File: config.mk
export PLATFORM = sky130hd
export DESIGN_NAME = mide_exec
export DESIGN_NICKNAME = d
export VERILOG_FILES = /design/src/mide_dmem.v /design/src/mide_wdt.v /design/src/mide_exec.v
export VERILOG_INCLUDE_DIRS = /design/src
export SDC_FILE = /design/constraint.sdc
export NUM_CORES = 1
export LEC_CHECK = 0
export ABC_AREA = 1
export BUFFER_PORTS_ARGS = -buffer_cell sky130_fd_sc_hd__buf_2
export CORE_MARGIN = 10
export CORE_UTILIZATION = 55
export DETAILED_ROUTE_END_ITERATION = 16
export GPL_ROUTABILITY_DRIVEN = 0
export GPL_TIMING_DRIVEN = 0
export PLACE_DENSITY = 0.71
export REMOVE_ABC_BUFFERS = 1
export SLEW_MARGIN = 20
export SYNTH_ARGS = -nofsm -noshare
export SYNTH_HDL_FRONTEND = slang
export SYNTH_SLANG_ARGS = --single-unit
File: constraint.sdc
create_clock -name mclk_in -period 6.9 [get_ports mclk_in]
set_input_delay 0.69 -clock mclk_in [delete_from_list [all_inputs] [get_ports mclk_in]]
set_output_delay 0.69 -clock mclk_in [all_outputs]
set_load 0.005 [all_outputs]
File: src/mide_consts.vh
// shared constants for the inc/dec/move/jump/halt execution block
`ifndef MIDE_CONSTS_VH
`define MIDE_CONSTS_VH
// operation codes presented on op_in (block-local encoding)
`define MIDE_OP_NONE      4'h0
`define MIDE_OP_SUB_MEM   4'h1
`define MIDE_OP_SUB_ACC   4'h2
`define MIDE_OP_ADD_MEM   4'h3
`define MIDE_OP_ADD_ACC   4'h4
`define MIDE_OP_BRANCH    4'h5
`define MIDE_OP_MOV_M2A   4'h6
`define MIDE_OP_MOV_IMM   4'h7
`define MIDE_OP_MOV_A2M   4'h8
`define MIDE_OP_SLEEP     4'h9
// reset values
`define MIDE_ACC_RST      8'h00
`define MIDE_PC_RST       11'h000
`define MIDE_FLAG_RST     1'b0
// cycle counts
`define MIDE_BRANCH_CYC   2
`define MIDE_WDT_MAX      16'hFFFF
`define MIDE_PSC_MAX      8'hFF
`endif

File: src/mide_dmem.v
// data memory with one synchronous write port and combinational read
`timescale 1ns/1ps
module mide_dmem #(
  parameter AW = 7,
  parameter DW = 8
) (
  input  wire          mclk_in,
  input  wire          we_in,
  input  wire [AW-1:0] addr_in,
  input  wire [DW-1:0] wdata_in,
  output wire [DW-1:0] rdata_out
);
  reg [DW-1:0] mem_r [0:(1<<AW)-1];

  // contents are never reset, so they survive sleep and core reset alike
  always @(posedge mclk_in)
  begin
    if (we_in)
    begin
      mem_r[addr_in] <= wdata_in;
    end
  end

  assign rdata_out = mem_r[addr_in];
endmodule

File: src/mide_wdt.v
// watchdog counter with prescaler, cleared on sleep entry
`timescale 1ns/1ps
`include "mide_consts.vh"
module mide_wdt (
  input  wire mclk_in,
  input  wire rst_b_in,
  input  wire clr_in,
  output reg  expire_out
);
  reg [7:0]  psc_r;
  reg [15:0] cnt_r;
  wire       tick;

  assign tick = (psc_r == `MIDE_PSC_MAX);

  always @(posedge mclk_in)
  begin
    if (!rst_b_in || clr_in)
    begin
      psc_r      <= 8'h00;
      cnt_r      <= 16'h0000;
      expire_out <= 1'b0;
    end
    else
    begin
      psc_r      <= psc_r + 8'h01;
      expire_out <= tick && (cnt_r == `MIDE_WDT_MAX);
      if (tick)
      begin
        cnt_r <= cnt_r + 16'h0001;
      end
    end
  end
endmodule

File: src/mide_exec.v
// execution unit for inc/dec, moves, jump and sleep entry
//
// Functional notes
// - decrement memory, write back, update zero
// - decrement into accumulator, memory unchanged
// - sleep halts execution and gates clock
// - sleep clears watchdog count and prescaler
// - sleep sets sleep flag, clears expiry
// - increment memory, write back, update zero
// - increment into accumulator, memory unchanged
// - jump loads address, flags untouched
// - jump takes two cycles, one dummy
// - copy memory into accumulator, flags kept
// - copy immediate into accumulator, flags kept
// - copy accumulator into memory, flags kept
`timescale 1ns/1ps
`include "mide_consts.vh"
module mide_exec #(
  parameter AW  = 7,
  parameter PCW = 11
) (
  input  wire           mclk_in,
  input  wire           rst_b_in,
  input  wire           valid_in,
  input  wire [3:0]     op_in,
  input  wire [AW-1:0]  addr_in,
  input  wire [7:0]     imm_in,
  input  wire [PCW-1:0] target_in,
  input  wire           wake_in,
  output reg            ready_out,
  output reg  [7:0]     acc_out,
  output reg  [PCW-1:0] pc_out,
  output reg            zero_flag_out,
  output reg            sleep_entry_flag_out,
  output reg            watchdog_expiry_flag_out,
  output reg            clk_gate_out,
  output reg            halted_out
);
////////////////////////////////////////////////////////////////////////////
  localparam ST_RUN   = 3'b001;
  localparam ST_DUMMY = 3'b010;
  localparam ST_SLEEP = 3'b100;

  reg  [2:0]     state_r;
  reg  [2:0]     state_nxt;
  reg  [7:0]     acc_nxt;
  reg  [PCW-1:0] pc_nxt;
  reg            zero_nxt;
  reg            mem_we;
  reg  [7:0]     mem_wdata;
  reg            wdt_clr;
  reg            sleep_set;
  wire [7:0]     mem_rdata;
  wire           wdt_expire;
  wire [7:0]     plus_one;
  wire [7:0]     minus_one;
  wire           take;

  // 8-bit wrap is inherent to the width
  assign plus_one  = mem_rdata + 8'h01;
  assign minus_one = mem_rdata - 8'h01;
  // ready_out gates the first edge after reset, when the bus may not be valid
  assign take      = valid_in && ready_out && (state_r == ST_RUN);

////////////////////////////////////////////////////////////////////////////
  mide_dmem #(
    .AW (AW),
    .DW (8)
  ) u_dmem (
    .mclk_in   (mclk_in),
    .we_in     (mem_we),
    .addr_in   (addr_in),
    .wdata_in  (mem_wdata),
    .rdata_out (mem_rdata)
  );

  mide_wdt u_wdt (
    .mclk_in    (mclk_in),
    .rst_b_in   (rst_b_in),
    .clr_in     (wdt_clr),
    .expire_out (wdt_expire)
  );

////////////////////////////////////////////////////////////////////////////
  always @*
  begin
    state_nxt = state_r;
    acc_nxt   = acc_out;
    pc_nxt    = pc_out;
    zero_nxt  = zero_flag_out;
    mem_we    = 1'b0;
    mem_wdata = 8'h00;
    wdt_clr   = 1'b0;
    sleep_set = 1'b0;
    case (state_r)
      ST_RUN:
      begin
        if (take)
        begin
          // every op here but the jump and the sleep retires in this one cycle
          pc_nxt = pc_out + {{(PCW-1){1'b0}}, 1'b1};
          case (op_in)
            `MIDE_OP_SUB_MEM:
            begin
              mem_we    = 1'b1;
              mem_wdata = minus_one;
              zero_nxt  = (minus_one == 8'h00);
            end
            `MIDE_OP_SUB_ACC:
            begin
              acc_nxt  = minus_one;
              zero_nxt = (minus_one == 8'h00);
            end
            `MIDE_OP_ADD_MEM:
            begin
              mem_we    = 1'b1;
              mem_wdata = plus_one;
              zero_nxt  = (plus_one == 8'h00);
            end
            `MIDE_OP_ADD_ACC:
            begin
              acc_nxt  = plus_one;
              zero_nxt = (plus_one == 8'h00);
            end
            `MIDE_OP_BRANCH:
            begin
              pc_nxt    = target_in;
              state_nxt = ST_DUMMY;
            end
            `MIDE_OP_MOV_M2A:
            begin
              acc_nxt = mem_rdata;
            end
            `MIDE_OP_MOV_IMM:
            begin
              acc_nxt = imm_in;
            end
            `MIDE_OP_MOV_A2M:
            begin
              mem_we    = 1'b1;
              mem_wdata = acc_out;
            end
            `MIDE_OP_SLEEP:
            begin
              wdt_clr   = 1'b1;
              sleep_set = 1'b1;
              state_nxt = ST_SLEEP;
            end
            default:
            begin
              pc_nxt = pc_out + {{(PCW-1){1'b0}}, 1'b1};
            end
          endcase
        end
      end
      ST_DUMMY:
      begin
        // dummy cycle: nothing is taken while the new address settles
        state_nxt = ST_RUN;
      end
      ST_SLEEP:
      begin
        // watchdog held cleared until wake_in returns the unit to run
        wdt_clr = 1'b1;
        if (wake_in)
        begin
          state_nxt = ST_RUN;
        end
      end
      default:
      begin
        state_nxt = ST_RUN;
      end
    endcase
  end

////////////////////////////////////////////////////////////////////////////
  always @(posedge mclk_in)
  begin
    if (!rst_b_in)
    begin
      state_r                  <= ST_RUN;
      acc_out                  <= `MIDE_ACC_RST;
      pc_out                   <= `MIDE_PC_RST;
      zero_flag_out            <= `MIDE_FLAG_RST;
      sleep_entry_flag_out     <= `MIDE_FLAG_RST;
      watchdog_expiry_flag_out <= `MIDE_FLAG_RST;
      ready_out                <= 1'b0;
      clk_gate_out             <= 1'b0;
      halted_out               <= 1'b0;
    end
    else
    begin
      state_r       <= state_nxt;
      acc_out       <= acc_nxt;
      pc_out        <= pc_nxt;
      zero_flag_out <= zero_nxt;
      ready_out     <= (state_nxt == ST_RUN);
      halted_out    <= (state_nxt == ST_SLEEP);
      clk_gate_out  <= (state_nxt == ST_SLEEP);
      if (sleep_set)
      begin
        sleep_entry_flag_out     <= 1'b1;
        watchdog_expiry_flag_out <= 1'b0;
      end
      else if (wdt_expire)
      begin
        watchdog_expiry_flag_out <= 1'b1;
      end
    end
  end
endmodule

* Yosys cells after proc, flatten, opt, wreduce, memory -nomap -nowiden *
Memories as Yosys holds them, arrays and structs flattened.
Cells that the tools add are included.

operators by class
  add/subtract/negate cells = 5
  $mul = 0
  divide/modulo/power cells = 0
  magnitude comparators = 0
  equal/unequal tests = 15
  shift operators = 0
  muxes and demuxes = 19
  bitwise logic cells = 1
  reduce and logical (&&, ||, !) cells = 16

operator list
  operator               number
  $pmux 8 s4             1
  $pmux 8 s3             1
  $add 16x1->16 const B  1
  $add 8x1->8 const B    2
  $eq 16x16->1 const B   1
  $eq 4x3->1 const B     4
  $logic_not 8->1        2
  $mux 8                 2
  $pmux 3 s2             2
  $add 11x1->11 const B  1
  $mux 11                1
  $eq 4x2->1 const B     2
  $eq 4x4->1 const B     2
  $eq 8x8->1 const B     1
  $mux 1                 8
  $sub 8x1->8 const B    1
  $eq 3x1->1 const B     2
  $eq 3x3->1 const B     2
  $mux 3                 2
  $reduce_and 3->1       2
  $reduce_or 2->1        3
  $eq 4x1->1 const B     1
  $pmux 1 s2             2
  $reduce_bool 4->1      1
  other kinds (7)        9

word-level totals
  register bits = 52
  latch bits = 0
  bits in writable memories = 1024
  ROM bits = 0
  input bits = 34
  output and inout port bits = 25
  logic and storage cells = 68
  memories = 1

memory list
  memory        words  bits a word  rd ports  clocked after Yosys merged registers in  write ports  line            text
  u_dmem.mem_r  128    8            1         0                                        1            mide_dmem.v:13  reg [DW-1:0] mem_r [0:(1<<AW)-1];

* Longest topological paths before layout *
Gate-level depths: netlist of run 1.

  depth in word-level cells = 7
  mapped depth = 27
  gate-level depth less buffers = 24

* Cells and area by module *
A second synthesis of run 1 with hierarchy kept.

unflattened totals
  cell total of the unflattened synthesis = 4914
  area total of the unflattened synthesis = 47100.2 sq um

by module, submodules not included
  module     instances  cells an instance  area an instance (sq um)  sequential area each (sq um)
  mide_dmem  1          4394               43815.8                   30749.5
  mide_exec  1          350                2082.0                    540.5
  mide_wdt   1          170                1202.4                    500.5

* Worst setup path before layout of run 1 *
No wires, ideal clock.

  path type = input to register
  from = input addr_in[0]
  to = memory u_dmem.mem_r[0][2] (data pin)
  setup time = 796 ps
  arrival = 5590 ps
  data required time = 6104 ps
  slack = 514 ps
  cell stages on the path = 20
  buffers on the path = 3
  cell sequence = buf_6 -> buf_6 -> buf_2 -> or2_2 -> nand3_1 -> nand2_1 -> nor2_1 -> nor2_1 -> nor2_1 -> nand2_1 -> nand2_1 -> nand3_1 -> nor2_1 -> ha_1 -> nand2_1 -> inv_1 -> nor2_1 -> nor2_1 -> a221oi_1 -> nor2_1

on the way
  longest elaborated chain between the ends = 5
  elaborated cells on any way between the ends = 6
  those cells by class = add/sub (2); mux (3); memory (1)

RTL lines
  item                                               line                            text
  start, declared                                    mide_exec.v:26                  input wire [AW-1:0] addr_in,
  $mem_v2 128x8 *                                    -
  $add 8x1->8 / $sub 8x1->8 (equally long branches)  mide_exec.v:60, mide_exec.v:61
  $pmux 8 s3 *                                       mide_exec.v:102                 case (op_in)
  $mux 8 *                                           mide_exec.v:98                  if (take)
  $mux 8 *                                           mide_exec.v:95                  case (state_r)
  named net mem_wdata[2]                             mide_exec.v:50                  reg [7:0] mem_wdata;
  end, declared                                      mide_dmem.v:13

The timed path passes the listed nets; every way through them passes the cells marked *.

* Worst setup path in the final report of run 1 *
  from = input addr_in[0]
  to = memory u_dmem.mem_r[50][7] (data pin)

The elaborated chain is that of the path after synthesis.

==> impl_metrics.ini, run 1 <==
[worst_setup_path]
critPathSlowestCell = nand2_2
cp.required_ns = 7.36
cp.arrival_ns = 7.16
critPathMaxFanout = 121
path_class = in -> reg
cpMostUsedCell = buf_16
r2r_setup_slack_ns = 2.38
cp-end-kind = flip-flop
worstSetupStartpointType = input port
path_cells = buf_8 -> buf_16 -> buf_16 -> inv_8 -> buf_16 -> buf_16 -> nand2_2 -> o22a_1 -> nand3b_1 -> nand2_1 -> nand3_1 -> nand2_1 -> nand3_1 -> nor2_1 -> inv_1 -> nand2_1 -> nand2_1 -> o21ai_0 -> o21ai_0 -> inv_4 -> buf_16
crit_path_max_incr_delay_ns = 0.72

[synth]
netlist_area_mm2 = 0.04616
synthCells = 4532
yosys.area_share.adder = 0.001626
synth_top_family_by_area = simple AND/OR/NAND/NOR gates
synth.distinct_cells = 41
synthMuxAreaShare = 0
synth_async_sr_flop_share = 0
synth_most_common_cell = nand2_1
synth_common_cells = nand2_1 (1917), edfxtp_1 (1024), nor2_1 (570)
ys_ff_latch = 1076
synth_area_leaders = edfxtp_1 (67%), nand2_1 (16%), nor2_1 (4.6%), dfxtp_1 (2.3%), inv_1 (2.0%)
synth_xor_xnor_area_share = 0.0007590
synthSimpleGateAreaFrac = 0.2293
avgSynthCellArea_um2 = 10.19
synth_warnings = 0
synth_compound_area_frac = 0.03532
synth_top_cell_area_share = 0.6662
synth_edf_count = 1024
ys_seq_area_frac = 0.6887
synth_largest_area_cell = edfxtp_1
yosys_most_used_dff = edfxtp_1

[layout]
num-fill-cells = 6513
syn_to_final_growth_pct = 10.69
nets = 4573
drive_above_1_share = 0.06994
num_antenna_cells = 0
layoutNonFillerInstCount = 5698

[pwr]
clock_power_share = 0.424
p_sw_frac = 0.2206
leakage_nw = 21.37
cellPowerDensity_mw_per_mm2 = 263.3
p_sw_mw = 2.967
combPwrFrac = 0.050
ir_worst_vdd_uv = 230.7
intPower_mw = 10.48
seqPwrFrac = 0.525

[floorplanning]
die_y_um = 309.7
coreArea_mm2 = 0.08342
start_util = 0.5533
rows = 106
die-area_mm2 = 0.09591
dieWidth_um = 309.7
pin_count = 59

[clock_network]
clk_pin_slew_ns = 0.06
cts_resized = 0
cts.htree.levels = 3
post_cts_buffers = 0
cts_tree = yes
clockBufferDepth = 3
numCtsBuffers = 108
cts_sinks = 1076
clock_latency_ns = 0.70
root_buffer = clkbuf_16
ctsHoldBuffers = 0

[timing]
layout_setup_ws_ns = 0.2083
worst_pin_slew_ns = 1.198
final_max_slew_viol_count = 0
slew_headroom = 0.2004
rsz0062_at_grt = false
period_minus_slack_ns = 6.692
hold_viol = 0
skew_ns = 0.04207
min_period_over_period = 0.9698
finalSetupViolCount = 0
fmax_mhz = 149.4

[placed_design]
dp_slack_ns = -0.1554
portBuffers = 58
hpwl_um = 69340
dpl.cell_count = 5503

[status]
status = finished clean

[global_routing]
grt_pass1_vias = 30330
antenna_found_initial = 2
grt_max_degree = 122
grt_overflow = 0
grt_pass1_wl_um = 178200
grt_usage = 0.2451

[detailed_routing]
totalWireLength_um = 118700
drt-wirelength-per-cell_um = 20.83
first_pass_iters = 6
ant_nets = 0
route.vias.total = 31730
route.detailed.drc = 0
viasPerCell = 5.569
drt-initial-drc-count = 3835

[worst_hold_path]
hold_path_class = in -> reg

[flow_run]
maxCapViolations = 0
==> worst paths after layout <==
path | from | to | cells past startpoint
worst min register to register | u_wdt.psc_r[0] | u_wdt.psc_r[0] | 1
worst min-delay path | target_in[7] | pc_out[7] | 3
worst max-delay path | addr_in[0] | u_dmem.mem_r[50][7] | 21
worst max register to register | state_r[1] | u_dmem.mem_r[8][5] | 5
==> cell usage in the layout (no fill, tap or decap), types with 5 or more instances in the layout <==
cell type and count:
a221oi_1 5, nor3_1 16, nand2_2 14, o21ai_1 21
clkbuf_16 111, dfxtp_1 52, clkinv_2 20, buf_2 55
o22ai_1 31, clkbuf_1 28, nand3_1 112, ha_1 6
inv_1 237, o211ai_1 29, buf_16 26, or2_1 6
nand2_1 1904, or2_2 49, inv_6 5, nor2_4 9
edfxtp_1 1024, bufinv_16 8, nor2_1 566, o22a_1 5
clkinv_1 26, nand3b_1 7, a31oi_1 6, a21oi_1 79
o21ai_0 103, nand4_1 12
==> sequential cells by signal (all words and copies together), names as in the netlist <==
name                      count
watchdog_expiry_flag_out      1
u_dmem.mem_r               1024
sleep_entry_flag_out          1
halted_out                    1
pc_out                       11
zero_flag_out                 1
u_wdt.psc_r                   8
u_wdt.expire_out              1
acc_out                       8
state_r                       3
ready_out                     1
u_wdt.cnt_r                  16
==> kinds of logic after synthesis <==
family / Yosys count
buffers and inverters: 449
and+or+nand+nor: 2708
adders and majority gates: 6
AOI/OAI and AO/OA: 289
DFF: 1076
xor gates and xnor gates: 4
==> cell type report <==
cell class | count | area (um2) | area share
Multi-Input combinational cell | 3007 | 12430 | 0.2432
Inverter | 252 | 988.4 | 0.01935
Sequential cell | 1076 | 31790 | 0.6222
Clock buffer | 139 | 2883 | 0.05642
Timing Repair Buffer | 88 | 1112 | 0.02177
Clock inverter | 56 | 541.8 | 0.01060
Tap cell | 1080 | 1351 | 0.02645
==> worst max-delay path: cells and delay by family <==
family	cells	cell delay [ns]
AO/OA/AOI/OAI	3	0.65
AND/OR/NAND/NOR	9	2.12
buffers and inverters	9	3.16
==> layer usage <==
metal  vias to the layer above  track usage  routed length, um
met4                         2       0.1018               4918
met1                     15020       0.3140              45740
li1                      14900            -                  -
met2                      1525       0.3995              56330
met5                         -            0                  7
met3                       290      0.05719              11730
==> power groups by stage <==
stage | logic, mW | registers (mW) | clock network (mW)
after floorplan | 0.344 | 7.21 | 0
after global placement | 0.660 | 7.21 | 0
after detailed placement | 0.659 | 7.20 | 0
after CTS | 0.664 | 7.07 | 5.76
after global routing | 0.733 | 7.06 | 6.01
final | 0.677 | 7.07 | 5.71
==> per-stage QoR <==
step	TNS, ns	instance area, um2	power (mW)	utilization	hold WS, ns
floorplan	-553.43	45060	7.549	-	0.4179
global placement	-	46700	7.868	0.5599	0.4297
detailed placement	-21.41	47670	7.863	0.5714	0.4418
CTS	0	51090	13.49	0.6125	0.2384
global route	0	51090	13.81	0.6125	0.2651
finish	0	51090	13.45	0.6125	0.2826
Power figures use the tool's default switching activity.
==> run 2: changes to the inputs <==
- CORE_UTILIZATION: 55 -> 56
- GPL_TIMING_DRIVEN: 0 -> unset
- PLACE_DENSITY: 0.71 -> unset
- PLACE_DENSITY_LB_ADDON: unset -> 0.12
==> impl_metrics.ini, run 2 (synthesis gave the netlist of run 1 again) <==
[worst_setup_path]
worstSetupStartpointType = input port
rr_startpoint = u_dmem.mem_r[113][1]
path_cells = buf_4 -> buf_4 -> nand2_2 -> buf_4 -> nor2_1 -> inv_1 -> nor2_1 -> nor3_1 -> nand2_1 -> o21ai_0 -> nand2_1 -> nor2_1 -> nand3_1 -> nor2_1 -> inv_1 -> nand2_1 -> nand2_1 -> o21ai_0 -> o21ai_0 -> clkinv_2 -> buf_12
reg2reg_to = u_dmem.mem_r[53][2]
path_class = in -> reg
crit_path_max_incr_delay_ns = 0.83
cp.required_ns = 7.30
reg2regPathDepth = 15
critPathSlowestCell = inv_1
cp-end-kind = flip-flop
critPathMaxFanout = 128
cp.arrival_ns = 5.54
r2r_setup_slack_ns = 2.85

[timing]
holdWs_ns = 0.2583
final_max_slew_viol_count = 0
min_period_over_period = 0.7452
tns_ns = 0
skew_ns = 0.03150
fmax_mhz = 194.5
slew_headroom = 0.08573
finalSetupViolCount = 0
rsz0062_at_grt = false
hold_viol = 0
period_minus_slack_ns = 5.142
worst_pin_slew_ns = 1.368

[global_routing]
grt_pass1_vias = 30660
grt_usage = 0.2628
antenna_found_initial = 1
grt_pass1_wl_um = 188600
grt_max_degree = 172
grt_overflow = 0

[clock_network]
cts.htree.levels = 3
numCtsBuffers = 110
post_cts_buffers = 0
cts_sinks = 1076
ctsHoldBuffers = 0
cts_resized = 0
clock_latency_ns = 0.69
cts_tree = yes
clk_pin_slew_ns = 0.06
clockBufferDepth = 3
root_buffer = clkbuf_16

[layout]
final_core_util = 0.6256
layout_common_cells = nand2_1 (1914), edfxtp_1 (1024), nor2_1 (566)
largest_reg_flops = 1024
num_antenna_cells = 0
drive_above_1_share = 0.07998
layout_commonest_cell = nand2_1
syn_to_final_growth_pct = 10.93
nets = 4628
num-fill-cells = 6512
ff_latch_area_mm2 = 0.03179
reg.largest.list = u_dmem.mem_r x1024, u_wdt.cnt_r x16, pc_out x11
design_area_mm2 = 0.05121
layoutNonFillerInstCount = 5746
regMostFlops = u_dmem.mem_r
multi_input_area_mm2 = 0.01237

[pwr]
ir_worst_vdd_uv = 234.7
cellPowerDensity_mw_per_mm2 = 268.0
leakage_nw = 21.57

[detailed_routing]
ant_nets = 0
route.detailed.drc = 0
viasPerCell = 5.595
first_pass_iters = 6
route.vias.total = 32150
drt-initial-drc-count = 3924
totalWireLength_um = 125500
drt-wirelength-per-cell_um = 21.84

[placed_design]
dpl.cell_count = 5546
hpwl_um = 77640
post_dp_cell_area_mm2 = 0.04761
portBuffers = 58

[status]
status = finished clean

[floorplanning]
coreArea_mm2 = 0.08185
pin_count = 59
die-area_mm2 = 0.09431
die_y_um = 307.1
dieWidth_um = 307.1
start_util = 0.5640
rows = 105

[worst_hold_path]
min-delay-start = target_in[2]
min_to = pc_out[2]
hold_path_class = in -> reg
hold_depth = 3

[flow_run]
maxCapViolations = 0
run 2: cell types whose count changed in the layout (fill, tap and decap cells not counted), sizes merged:
cell,before,now
buf,88,141
clkbuf,139,131
bufinv,8,15
clkinv,48,55
clkinvlp,1,0
run 2: power by group:
group | switching [mW] | leakage, nW | internal, mW
sequential | 0.00495 | 11.2 | 7.06
combinational | 0.505 | 8.56 | 0.171
clock | 2.50 | 1.77 | 3.48
run 2: worst max-delay path, delay by kind of cell:
family | cells | cell delay, ns
buf+inv | 7 | 2.27
compound gates | 3 | 0.46
simple gates | 11 | 2.03
run 2: layout make-up:
cell class | instances | area share
Clock buffer | 131 | 0.05530
Multi-Input combinational cell | 3007 | 0.2416
Tap cell | 1070 | 0.02614
Inverter | 252 | 0.01889
Clock inverter | 69 | 0.01488
Sequential cell | 1076 | 0.6208
Timing Repair Buffer | 141 | 0.02236
run 2: worst max-delay path by stage:
stage,start,to
floorplan,addr_in[0],u_dmem.mem_r[0][2]
global placement,addr_in[2],u_dmem.mem_r[114][7]
detailed placement,addr_in[2],u_dmem.mem_r[120][7]
CTS,addr_in[2],u_dmem.mem_r[123][7]
global route,addr_in[0],u_dmem.mem_r[53][2]
finish,addr_in[2],u_dmem.mem_r[123][7]
run 2: per-layer routing:
| layer | vias up | GRT usage | routed length [um] |
|---|---|---|---|
| met2 | 1526 | 0.4187 | 58200 |
| met5 | - | 0 | 15 |
| met1 | 15310 | 0.3650 | 51580 |
| met4 | 2 | 0.09690 | 4741 |
| met3 | 285 | 0.03944 | 10980 |
| li1 | 15020 | - | - |
run 2: metrics by stage:
step	power, mW	setup WS (ns)
after global placement	7.861	1.375
after detailed placement	7.864	1.255
after global routing	14.07	1.581
after floorplan	7.549	-1.689
final	13.72	1.758
after CTS	13.75	1.945
